$ cat config.mk
export PLATFORM = sky130hd
export DESIGN_NAME = egress_vlan_tag_editor
export DESIGN_NICKNAME = d
export VERILOG_FILES = /design/src/rtl/egress_vlan_tag_editor_pkg.sv /design/src/rtl/egress_vlan_tag_editor.sv
export VERILOG_INCLUDE_DIRS = /design/src /design/src/rtl
export SDC_FILE = /design/constraint.sdc
export NUM_CORES = 1
export LEC_CHECK = 0
export CAP_MARGIN = 25
export CORE_MARGIN = 3
export CORE_UTILIZATION = 55
export DETAILED_ROUTE_END_ITERATION = 10
export DONT_BUFFER_PORTS = 1
export GPL_TIMING_DRIVEN = 0
export PLACE_DENSITY_LB_ADDON = 0.08
export SLEW_MARGIN = 20
export SYNTH_ARGS = -nofsm -noshare
export SYNTH_HDL_FRONTEND = slang
export SYNTH_SLANG_ARGS = --single-unit
$ cat constraint.sdc
create_clock -name hclk -period 3.4 [get_ports hclk]
set_input_delay 0 -clock hclk [delete_from_list [all_inputs] [get_ports hclk]]
set_output_delay 0 -clock hclk [all_outputs]
set_load 0.03 [all_outputs]
$ cat src/rtl/egress_vlan_tag_editor_defs.svh
`ifndef EGRESS_VLAN_TAG_EDITOR_DEFS_SVH
`define EGRESS_VLAN_TAG_EDITOR_DEFS_SVH

// ----------------------------------------------------------------
// Register offsets (byte addresses)
// ----------------------------------------------------------------
`define OFS_BUF_MGR_CFG   8'h00
`define OFS_EGR_TAG_CFG   8'h04
`define OFS_DFLT_BASE     8'h08
`define OFS_TDROP_BASE    8'h14
`define OFS_RDROP_BASE    8'h20

// ----------------------------------------------------------------
// Fields and reset values
// ----------------------------------------------------------------
`define CFG_W             2
`define CFG_DROP_RED_BIT  0
`define CFG_DROP_YEL_BIT  1
`define EGR_LANE_W        8
`define EGR_FIELD_W       7
`define DFLT_W            15
`define RST_BUF_MGR_CFG   2'h0
`define RST_DFLT          15'h0001

// ----------------------------------------------------------------
// Frame constants
// ----------------------------------------------------------------
`define TPID_8021Q        16'h8100
`define SPECIAL_TPID      16'h9100
`define HDR_LAST          4'hB
`define TAG_LAST          4'h3
`define CRC_INIT          32'hFFFFFFFF
`define CRC_POLY          32'hEDB88320

`endif

$ cat src/rtl/egress_vlan_tag_editor_pkg.sv
package egress_vlan_tag_editor_pkg;

  typedef enum logic [1:0] {PT_DUMB, PT_ACCESS, PT_HYBRID, PT_HOST} port_type_t;
  typedef enum logic [1:0] {KIND_UNTAG, KIND_PRIO, KIND_NORMAL, KIND_SPECIAL} pkt_kind_t;

  typedef struct packed {
    logic       chg_pri;
    logic       chg_vid;
    logic       chg_tag;
    logic       vid_pri_sel;
    logic       insert_tag;
    port_type_t ptype;
  } port_cfg_t;

  typedef struct packed {
    logic [2:0]  pri;
    logic [11:0] vid;
  } vid_pri_t;

  typedef struct packed {
    logic [1:0] ingress_port;
    logic [1:0] egress_port;
    logic [2:0] ingress_pri;
    logic [2:0] untag_dflt;
    logic [2:0] untag_vid;
    logic       host_special;
  } pkt_info_t;

  typedef struct packed {
    logic [7:0] data;
    logic       sop;
    logic       eop;
  } pkt_byte_t;

  typedef enum {ST_HDR, ST_CAP, ST_TAG, ST_HELD, ST_BODY, ST_FCS} edit_state_t;

endpackage

$ cat src/rtl/egress_vlan_tag_editor.sv
`timescale 1ns/1ps
`include "egress_vlan_tag_editor_defs.svh"

module egress_vlan_tag_editor
  import egress_vlan_tag_editor_pkg::*;
#(
  parameter int CNT_W = 32
)(
  // Clock and reset
  input  wire logic                                  hclk,
  input  wire logic                                  hresetn,
  // AHB-Lite slave
  input  wire logic                                  hsel,
  input  wire logic [31:0]                           haddr,
  input  wire logic [1:0]                            htrans,
  input  wire logic                                  hwrite,
  input  wire logic [31:0]                           hwdata,
  input  wire logic                                  hready,
  output logic      [31:0]                           hrdata,
  output logic                                       hreadyout,
  output logic                                       hresp,
  // Frames from the queues
  input  wire egress_vlan_tag_editor_pkg::pkt_byte_t in_byte,
  input  wire egress_vlan_tag_editor_pkg::pkt_info_t in_info,
  input  wire logic                                  in_valid,
  output logic                                       in_ready,
  // Frames to the transmit MAC
  output egress_vlan_tag_editor_pkg::pkt_byte_t      out_byte,
  output logic                                       out_valid,
  input  wire logic                                  out_ready,
  // Drop events per ingress port
  input  wire logic [2:0]                            buf_drop,
  input  wire logic [2:0]                            red_pkt,
  input  wire logic [2:0]                            yellow_drop,
  output logic      [2:0]                            rate_discard
);
  import egress_vlan_tag_editor_pkg::*;

  // ----------------------------------------------------------------
  // Helpers
  // ----------------------------------------------------------------
  function automatic logic [31:0] crc_step(input logic [31:0] c, input logic [7:0] d);
    logic [31:0] r;
    r = c ^ {24'h000000, d};
    for (int i = 0; i < 8; i++)
    begin
      r = r[0] ? ((r >> 1) ^ `CRC_POLY) : (r >> 1);
    end
    return r;
  endfunction

  function automatic logic [7:0] byte_of(input logic [31:0] w, input logic [1:0] idx);
    return w[8*idx +: 8];
  endfunction

  // ----------------------------------------------------------------
  // State
  // ----------------------------------------------------------------
  logic [`CFG_W-1:0]  buffer_manager_config_reg,     buffer_manager_config_next;
  port_cfg_t          egr_cfg_reg [3], egr_cfg_next [3];
  vid_pri_t           dflt_reg [3],    dflt_next [3];
  logic [CNT_W-1:0]   total_cnt_reg [3], total_cnt_next [3];
  logic [CNT_W-1:0]   rate_cnt_reg [3],  rate_cnt_next [3];
  logic [2:0]         rate_discard_reg, rate_discard_next;
  logic [2:0]         rate_hit;

  logic               wr_pend_reg,    wr_pend_next;
  logic               rd_pend_reg,    rd_pend_next;
  logic [7:0]         addr_reg,       addr_next;
  logic               addr_ok_reg,    addr_ok_next;
  logic [31:0]        hrdata_reg,     hrdata_next;
  logic               hreadyout_reg,  hreadyout_next;
  logic               take_addr;

  edit_state_t        state_reg,      state_next;
  logic [3:0]         cnt_reg,        cnt_next;
  logic [2:0]         held_reg,       held_next;
  logic               eop_seen_reg,   eop_seen_next;
  logic [31:0]        tag_reg,        tag_next;
  logic [31:0]        newtag_reg,     newtag_next;
  logic [31:0]        crc_reg,        crc_next;
  pkt_info_t          info_reg,       info_next;
  pkt_byte_t          out_reg,        out_next;
  logic               out_valid_reg,  out_valid_next;
  logic               in_ready_reg,   in_ready_next;

  // Decision terms
  logic               take;
  logic               decide;
  logic [31:0]        cap;
  pkt_kind_t          kind;
  port_cfg_t          pc;
  vid_pri_t           sel;
  logic               unt_d;
  logic               unt_v;

  assign hrdata       = hrdata_reg;
  assign hreadyout    = hreadyout_reg;
  assign hresp        = 1'b0 & hreadyout_reg;
  assign in_ready     = in_ready_reg;
  assign out_byte     = out_reg;
  assign out_valid    = out_valid_reg;
  assign rate_discard = rate_discard_reg;

  // ----------------------------------------------------------------
  // Register read mux
  // ----------------------------------------------------------------
  function automatic logic [31:0] reg_read(input logic [7:0] a);
    logic [31:0] r;
    r = 32'h00000000;
    if (a == `OFS_BUF_MGR_CFG)
      r = 32'(buffer_manager_config_reg);
    if (a == `OFS_EGR_TAG_CFG)
    begin
      for (int i = 0; i < 3; i++)
        r[`EGR_LANE_W*i +: `EGR_FIELD_W] = egr_cfg_reg[i];
    end
    for (int i = 0; i < 3; i++)
    begin
      if (a == 8'(`OFS_DFLT_BASE + 4*i))
        r = 32'(dflt_reg[i]);
      if (a == 8'(`OFS_TDROP_BASE + 4*i))
        r = 32'(total_cnt_reg[i]);
      if (a == 8'(`OFS_RDROP_BASE + 4*i))
        r = 32'(rate_cnt_reg[i]);
    end
    return r;
  endfunction

  // ----------------------------------------------------------------
  // AHB-Lite slave
  // ----------------------------------------------------------------
  assign take_addr = hsel && hready && htrans[1];

  always_comb
  begin
    wr_pend_next   = take_addr && hwrite;
    rd_pend_next   = take_addr && !hwrite;
    addr_next      = take_addr ? haddr[7:0] : addr_reg;
    addr_ok_next   = take_addr ? (haddr[31:8] == 24'h000000) : addr_ok_reg;
    // Reads wait one cycle so that a write just ahead is visible
    hreadyout_next = rd_pend_reg || !(take_addr && !hwrite);
    hrdata_next    = hrdata_reg;
    if (rd_pend_reg)
      hrdata_next = addr_ok_reg ? reg_read(addr_reg) : 32'h00000000;
  end

  always_ff @(posedge hclk or negedge hresetn)
  begin
    if (!hresetn)
    begin
      wr_pend_reg   <= 1'b0;
      rd_pend_reg   <= 1'b0;
      addr_reg      <= 8'h00;
      addr_ok_reg   <= 1'b0;
      hrdata_reg    <= 32'h00000000;
      hreadyout_reg <= 1'b1;
    end
    else
    begin
      wr_pend_reg   <= wr_pend_next;
      rd_pend_reg   <= rd_pend_next;
      addr_reg      <= addr_next;
      addr_ok_reg   <= addr_ok_next;
      hrdata_reg    <= hrdata_next;
      hreadyout_reg <= hreadyout_next;
    end
  end

  // ----------------------------------------------------------------
  // Configuration and drop counters
  // ----------------------------------------------------------------
  assign rate_hit = (red_pkt & {3{buffer_manager_config_reg[`CFG_DROP_RED_BIT]}})
                  | (yellow_drop & {3{buffer_manager_config_reg[`CFG_DROP_YEL_BIT]}});

  always_comb
  begin
    buffer_manager_config_next       = buffer_manager_config_reg;
    rate_discard_next = rate_hit;
    for (int i = 0; i < 3; i++)
    begin
      egr_cfg_next[i]   = egr_cfg_reg[i];
      dflt_next[i]      = dflt_reg[i];
      total_cnt_next[i] = total_cnt_reg[i] + CNT_W'(buf_drop[i]) + CNT_W'(rate_hit[i]);
      rate_cnt_next[i]  = rate_cnt_reg[i] + CNT_W'(rate_hit[i]);
    end
    if (wr_pend_reg && addr_ok_reg)
    begin
      if (addr_reg == `OFS_BUF_MGR_CFG)
        buffer_manager_config_next = hwdata[`CFG_W-1:0];
      for (int i = 0; i < 3; i++)
      begin
        if (addr_reg == `OFS_EGR_TAG_CFG)
          egr_cfg_next[i] = port_cfg_t'(hwdata[`EGR_LANE_W*i +: `EGR_FIELD_W]);
        if (addr_reg == 8'(`OFS_DFLT_BASE + 4*i))
          dflt_next[i] = hwdata[`DFLT_W-1:0];
      end
    end
  end

  always_ff @(posedge hclk or negedge hresetn)
  begin
    if (!hresetn)
    begin
      buffer_manager_config_reg       <= `RST_BUF_MGR_CFG;
      rate_discard_reg <= 3'h0;
      for (int i = 0; i < 3; i++)
      begin
        egr_cfg_reg[i]   <= '0;
        dflt_reg[i]      <= `RST_DFLT;
        total_cnt_reg[i] <= '0;
        rate_cnt_reg[i]  <= '0;
      end
    end
    else
    begin
      buffer_manager_config_reg       <= buffer_manager_config_next;
      rate_discard_reg <= rate_discard_next;
      egr_cfg_reg      <= egr_cfg_next;
      dflt_reg         <= dflt_next;
      total_cnt_reg    <= total_cnt_next;
      rate_cnt_reg     <= rate_cnt_next;
    end
  end

  // ----------------------------------------------------------------
  // Tag classification and selection
  // ----------------------------------------------------------------
  assign take   = in_valid && in_ready_reg;
  assign decide = (state_reg == ST_CAP) && (cnt_reg == `TAG_LAST) && take && !in_byte.eop;
  assign cap    = {tag_reg[23:0], in_byte.data};
  assign pc     = (info_reg.egress_port < 2'h3) ? egr_cfg_reg[info_reg.egress_port] : '0;
  assign unt_d  = info_reg.untag_dflt[info_reg.egress_port];
  assign unt_v  = info_reg.untag_vid[info_reg.egress_port];

  always_comb
  begin
    if (info_reg.host_special)
      kind = KIND_SPECIAL;
    else if (cap[31:16] == `TPID_8021Q)
      kind = (cap[11:0] == 12'h000) ? KIND_PRIO : KIND_NORMAL;
    else
      kind = KIND_UNTAG;
    if (pc.vid_pri_sel)
      sel = (info_reg.egress_port < 2'h3) ? dflt_reg[info_reg.egress_port] : '0;
    else
      sel = {info_reg.ingress_pri, dflt_reg[info_reg.ingress_port].vid};
  end

  // ----------------------------------------------------------------
  // Frame editor
  // ----------------------------------------------------------------
  always_comb
  begin
    logic      emit;
    logic      act_tag;
    logic      hold;
    logic [31:0] nt;
    pkt_byte_t eb;
    emit          = 1'b0;
    act_tag       = 1'b0;
    hold          = 1'b0;
    nt            = cap;
    eb            = '0;
    state_next    = state_reg;
    cnt_next      = cnt_reg;
    held_next     = held_reg;
    eop_seen_next = eop_seen_reg;
    tag_next      = tag_reg;
    newtag_next   = newtag_reg;
    crc_next      = crc_reg;
    info_next     = info_reg;
    out_next      = out_reg;
    out_valid_next = out_valid_reg && !out_ready;

    // Edit decision, used on the fourth byte after the source address
    unique case (pc.ptype)
      PT_DUMB:
      begin
        hold    = (kind == KIND_UNTAG);
        act_tag = (kind == KIND_PRIO) || (kind == KIND_NORMAL);
      end
      PT_ACCESS:
        hold = (kind == KIND_UNTAG);
      PT_HOST:
      begin
        act_tag = 1'b1;
        hold    = (kind != KIND_SPECIAL);
        if (kind != KIND_SPECIAL)
          nt = {`SPECIAL_TPID, 14'h0000, info_reg.ingress_port};
      end
      PT_HYBRID:
      begin
        unique case (kind)
          KIND_UNTAG:
          begin
            hold    = 1'b1;
            act_tag = pc.insert_tag && !unt_d;
            nt      = {`TPID_8021Q, sel.pri, 1'b0, sel.vid};
          end
          KIND_PRIO:
          begin
            act_tag = !unt_d;
            nt      = {cap[31:16], pc.chg_pri ? sel.pri : cap[15:13], cap[12], sel.vid};
          end
          KIND_NORMAL:
          begin
            act_tag = !unt_v;
            if (pc.chg_tag && (pc.chg_vid || pc.chg_pri))
            begin
              if (pc.chg_vid)
                nt[11:0] = sel.vid;
              if (pc.chg_pri)
                nt[15:13] = sel.pri;
            end
          end
          KIND_SPECIAL:
            act_tag = 1'b0;
        endcase
      end
    endcase

    unique case (state_reg)
      ST_HDR:
        if (take)
        begin
          emit = 1'b1;
          eb   = '{data: in_byte.data, sop: (cnt_reg == 4'h0), eop: 1'b0};
          if (cnt_reg == 4'h0)
            info_next = in_info;
          cnt_next = cnt_reg + 4'h1;
          if (in_byte.eop)
          begin
            state_next = ST_FCS;
            cnt_next   = 4'h0;
          end
          else if (cnt_reg == `HDR_LAST)
          begin
            state_next = ST_CAP;
            cnt_next   = 4'h0;
          end
        end
      ST_CAP:
        if (take)
        begin
          tag_next = cap;
          cnt_next = cnt_reg + 4'h1;
          if (in_byte.eop)
          begin
            // Short frame: flush what was captured, no tag edit
            eop_seen_next = 1'b1;
            held_next     = 3'(cnt_reg + 4'h1);
            state_next    = ST_HELD;
            cnt_next      = 4'h0;
          end
          else if (decide)
          begin
            newtag_next = nt;
            held_next   = hold ? 3'h4 : 3'h0;
            cnt_next    = 4'h0;
            state_next  = act_tag ? ST_TAG : (hold ? ST_HELD : ST_BODY);
          end
        end
      ST_TAG:
        if (!out_valid_next)
        begin
          emit     = 1'b1;
          eb.data  = byte_of(newtag_reg, 2'(`TAG_LAST - cnt_reg));
          cnt_next = cnt_reg + 4'h1;
          if (cnt_reg == `TAG_LAST)
          begin
            cnt_next   = 4'h0;
            state_next = (held_reg != 3'h0) ? ST_HELD : ST_BODY;
          end
        end
      ST_HELD:
        if (!out_valid_next)
        begin
          emit      = 1'b1;
          eb.data   = byte_of(tag_reg, 2'(held_reg - 3'h1));
          held_next = held_reg - 3'h1;
          if (held_reg == 3'h1)
            state_next = eop_seen_reg ? ST_FCS : ST_BODY;
        end
      ST_BODY:
        if (take)
        begin
          emit = 1'b1;
          eb.data = in_byte.data;
          if (in_byte.eop)
            state_next = ST_FCS;
        end
      ST_FCS:
        if (!out_valid_next)
        begin
          emit     = 1'b1;
          eb.data  = ~byte_of(crc_reg, cnt_reg[1:0]);
          eb.eop   = (cnt_reg == `TAG_LAST);
          cnt_next = cnt_reg + 4'h1;
          if (cnt_reg == `TAG_LAST)
          begin
            cnt_next      = 4'h0;
            eop_seen_next = 1'b0;
            state_next    = ST_HDR;
          end
        end
    endcase

    if (emit)
    begin
      out_next       = eb;
      out_valid_next = 1'b1;
      if (state_reg != ST_FCS)
        crc_next = crc_step(eb.sop ? `CRC_INIT : crc_reg, eb.data);
    end
    in_ready_next = (state_next == ST_CAP)
                  || (((state_next == ST_HDR) || (state_next == ST_BODY)) && !out_valid_next);
  end

  always_ff @(posedge hclk or negedge hresetn)
  begin
    if (!hresetn)
    begin
      state_reg     <= ST_HDR;
      cnt_reg       <= 4'h0;
      held_reg      <= 3'h0;
      eop_seen_reg  <= 1'b0;
      tag_reg       <= 32'h00000000;
      newtag_reg    <= 32'h00000000;
      crc_reg       <= `CRC_INIT;
      info_reg      <= '0;
      out_reg       <= '0;
      out_valid_reg <= 1'b0;
      in_ready_reg  <= 1'b0;
    end
    else
    begin
      state_reg     <= state_next;
      cnt_reg       <= cnt_next;
      held_reg      <= held_next;
      eop_seen_reg  <= eop_seen_next;
      tag_reg       <= tag_next;
      newtag_reg    <= newtag_next;
      crc_reg       <= crc_next;
      info_reg      <= info_next;
      out_reg       <= out_next;
      out_valid_reg <= out_valid_next;
      in_ready_reg  <= in_ready_next;
    end
  end
endmodule // egress_vlan_tag_editor

==> impl_metrics.csv <==
group,metric,value,unit
pwr,pwr-share-comb,41.9,%
clocking,insertion_delay,610,ps
placed_design,dp_hpwl,49.6,mm
drt,drt_wl_total,69.2,mm
floorplan,die_w,214,um
yosys,synth_flop_cell,"dfrtp_1",
pwr,p_int,14700,uW
yosys,synth_top_cells_by_area,"dfrtp_1 46%, xnor2_1 5.9%, nand2_1 5.0%",
placed_design,place.gp.congestion,0.973,
sta,period_share,97.3,%
drt,wl_met2,32.5,mm
floorplan,core,42300,um^2
yosys,synth_top_area_cell,"dfrtp_1",
layout,final_core_util,64.5,%
critical_path,path_class,"flop to flop",
sta,fmax,0.302,GHz
pwr,power_frac_clock,23.8,%
layout,final_cell_mix,"433 x dfrtp_1, 319 x nand2_1, 160 x xnor2_1, 151 x nor2_1, 110 x nand3_1",
drt,drtIter0Drc,1793,
placed_design,portBuffers,0,
pwr,ir_worst_vdd,761,uV
worst_hold_path,hp-class,"input port to asynchronous set/reset pin",
clocking,cts_hold_buf,79,
sta,relSlewSlack,-55.3,%
yosys,synth_top_area_share,45.6,%
clocking,ctsRootBufferMaster,"clkbuf_16",
yosys,synth_edf_count,0,
clocking,numClockSinks,469,
critical_path,cp.arrival,3830,ps
pwr,p_total,23200,uW
clocking,htreeDepth,2,
global_routing,grt_overflow,0,
drt,met1_length,29.3,mm
yosys,ys_types,87,
clocking,cts_buffer_depth,3,
yosys,ys_warn_count,0,
critical_path,cp.required,3920,ps
yosys,synth_nets,2384,
global_routing,grt_usage,30.6,%
floorplan,dieArea,45700,um^2
pwr,p_switching,8540,uW
sta,skew,22.1,ps
drt,vias,18200,
critical_path,start_kind,"flop",
pwr,power_per_cell_area,850,nW/um^2
drt,firstDrtPassIters,11,
yosys,syn_area,23700,um^2
outcome,status,"finished with violations",
pwr,switching_share,36.8,%
global_routing,first_global_vias,18100,
sta,tightest_slew,2330,ps
drt,drcViolationCount,0,
floorplan,row_count,75,
layout,layout.cells.most_common,"dfrtp_1",
clocking,cts_buffers,51,
sta,whs,-891,ps
yosys,postSynth.asyncResetShare,100,%
layout,layout-drive-gt1-share,14.0,%
yosys,ys_seq_area_share,49.6,%
sta,finalHoldViolations,444,
pwr,pwr-share-seq,34.3,%
floorplan,io_pins,155,
sta,setup_viol,0,
global_routing,grt_pass1_wl,107,mm
sta,period_needed,3310,ps
drt,postRouteAntennaNets,0,
sta,drv_slew,331,
yosys,synthCells,2256,
drt,highest_layer,"met4",
drt,via_per_inst,6.02,
flow_run,maxCapViolCount,0,
floorplan,start_util,56.1,%
critical_path,crit_fanout,8,
floorplan,die_y,214,um
layout,area_growth,15.0,%
clocking,cts_tree,"yes",
outcome,violations,"negative hold slack, max-slew violations",
sta,fin_tns_setup,0,ps
global_routing,grt_max_degree,470,
drt,wl_met3,4.26,mm
clocking,clk_pin_slew,70,ps
layout,finalNetCount,2541,
drt,wl_per_cell,22.8,um
yosys,synth.ff_latch_count,469,
critical_path,cp-end-kind,"flop",
yosys,synth_area_per_cell,10.5,um^2
pwr,power.static_leakage,0.0120,uW
global_routing,antenna_found_initial,1,
[per-stage QoR]
stage	cell area, um^2	cells	worst slack [ps]	hold WS, ps
final	27300	3031	92.9	-891
after CTS	27100	3013	15.3	-912
after global placement	24500	2833	-625	-274
after detailed placement	24500	2833	-718	-277
after floorplan	23700	2256	98.5	-296
after global routing	27300	3030	-9.38	-916
[final timing paths]
kind                                       startpoint                    endpoint  slack (ps)  cells after the start
max                           held_reg[0]$_DFFE_PN0P_     crc_reg[24]$_DFFE_PN1P_          90                     13
min in group hclk                          in_byte[3]     out_byte[3]$_DFFE_PN0P_          40                      4
min                                           hresetn     tag_reg[17]$_DFFE_PN0P_        -890                      0
max in group asynchronous                     hresetn      tag_reg[0]$_DFFE_PN0P_        2450                      0
max reg2reg                   held_reg[0]$_DFFE_PN0P_     crc_reg[24]$_DFFE_PN1P_          90                     13
min reg2reg                newtag_reg[26]$_DFFE_PN0P_  newtag_reg[26]$_DFFE_PN0P_         470                      2
[cell usage after synthesis (all sizes together), types with 19 or more instances]
cell type and count:
a211oi 24, a21oi 51, a221oi 38, a22oi 71
and3 47, buf 21, clkbuf 87, dfrtp 433
dfstp 36, ha 19, inv 59, mux2 94
mux2i 38, mux4 24, nand2 320, nand3 110
nand4 37, nor2 154, nor2b 37, nor3 22
nor4 21, o21ai 95, o22ai 36, xnor2 171
xor2 78
[what timing repair did]
action	4_1_cts	5_1_grt
pin swaps	9	12
gates cloned	0	0
setup buffers	11	18
resized for setup	19	25
endpoints found under the hold margin	613	469
endpoints found under the setup margin	57	80
[cells by family after synthesis]
| group | Yosys count | synth area share (%) |
|---|---|---|
| AND/OR/NAND/NOR | 803 | 16.4 |
| flip-flops | 469 | 49.6 |
| other | 1 | 0.0158 |
| AO/OA/AOI/OAI | 382 | 11.0 |
| multiplexers | 156 | 8.34 |
| XOR/XNOR | 256 | 10.5 |
| adder cells (fa/ha/maj) | 22 | 1.25 |
| buffers and inverters | 167 | 2.85 |
[power groups by stage]
stage / clock [uW] / combinational (uW) / sequential (uW)
after floorplan: 0 / 6870 / 7560
after global placement: 0 / 8430 / 7930
after detailed placement: 0 / 8610 / 7970
after CTS: 5640 / 9400 / 7880
after global routing: 5880 / 10500 / 8070
final: 5530 / 9730 / 7950
[routing by layer]
layer	global-route usage [%]	up-vias
met3	4.77	151
met4	12.9	0
met2	49.5	645
li1	-	8287
met5	0	-
met1	41.7	9154
[area by class of cell]
class	count	area [um^2]
clock inverter	21	245
buffer	104	458
fill	3377	15000
sequential	469	11800
tap	577	722
timing repair buffer	108	1020
antenna	2	5.00
multi-input combinational	1620	11400
clock buffer	71	1400
inverter	59	221
[critical path, cell delays in order (launching register included)]
cell and delay [ps]:
dfrtp_1 410, buf_8 130, inv_1 120, ha_4 260, buf_4 150, buf_4 120
mux4_2 300, and3_1 200, o21ai_1 250, a21oi_2 190, xnor2_4 320, xor2_4 260
xnor3_1 370, o21ai_1 140
(Power assumes the default switching activity.)
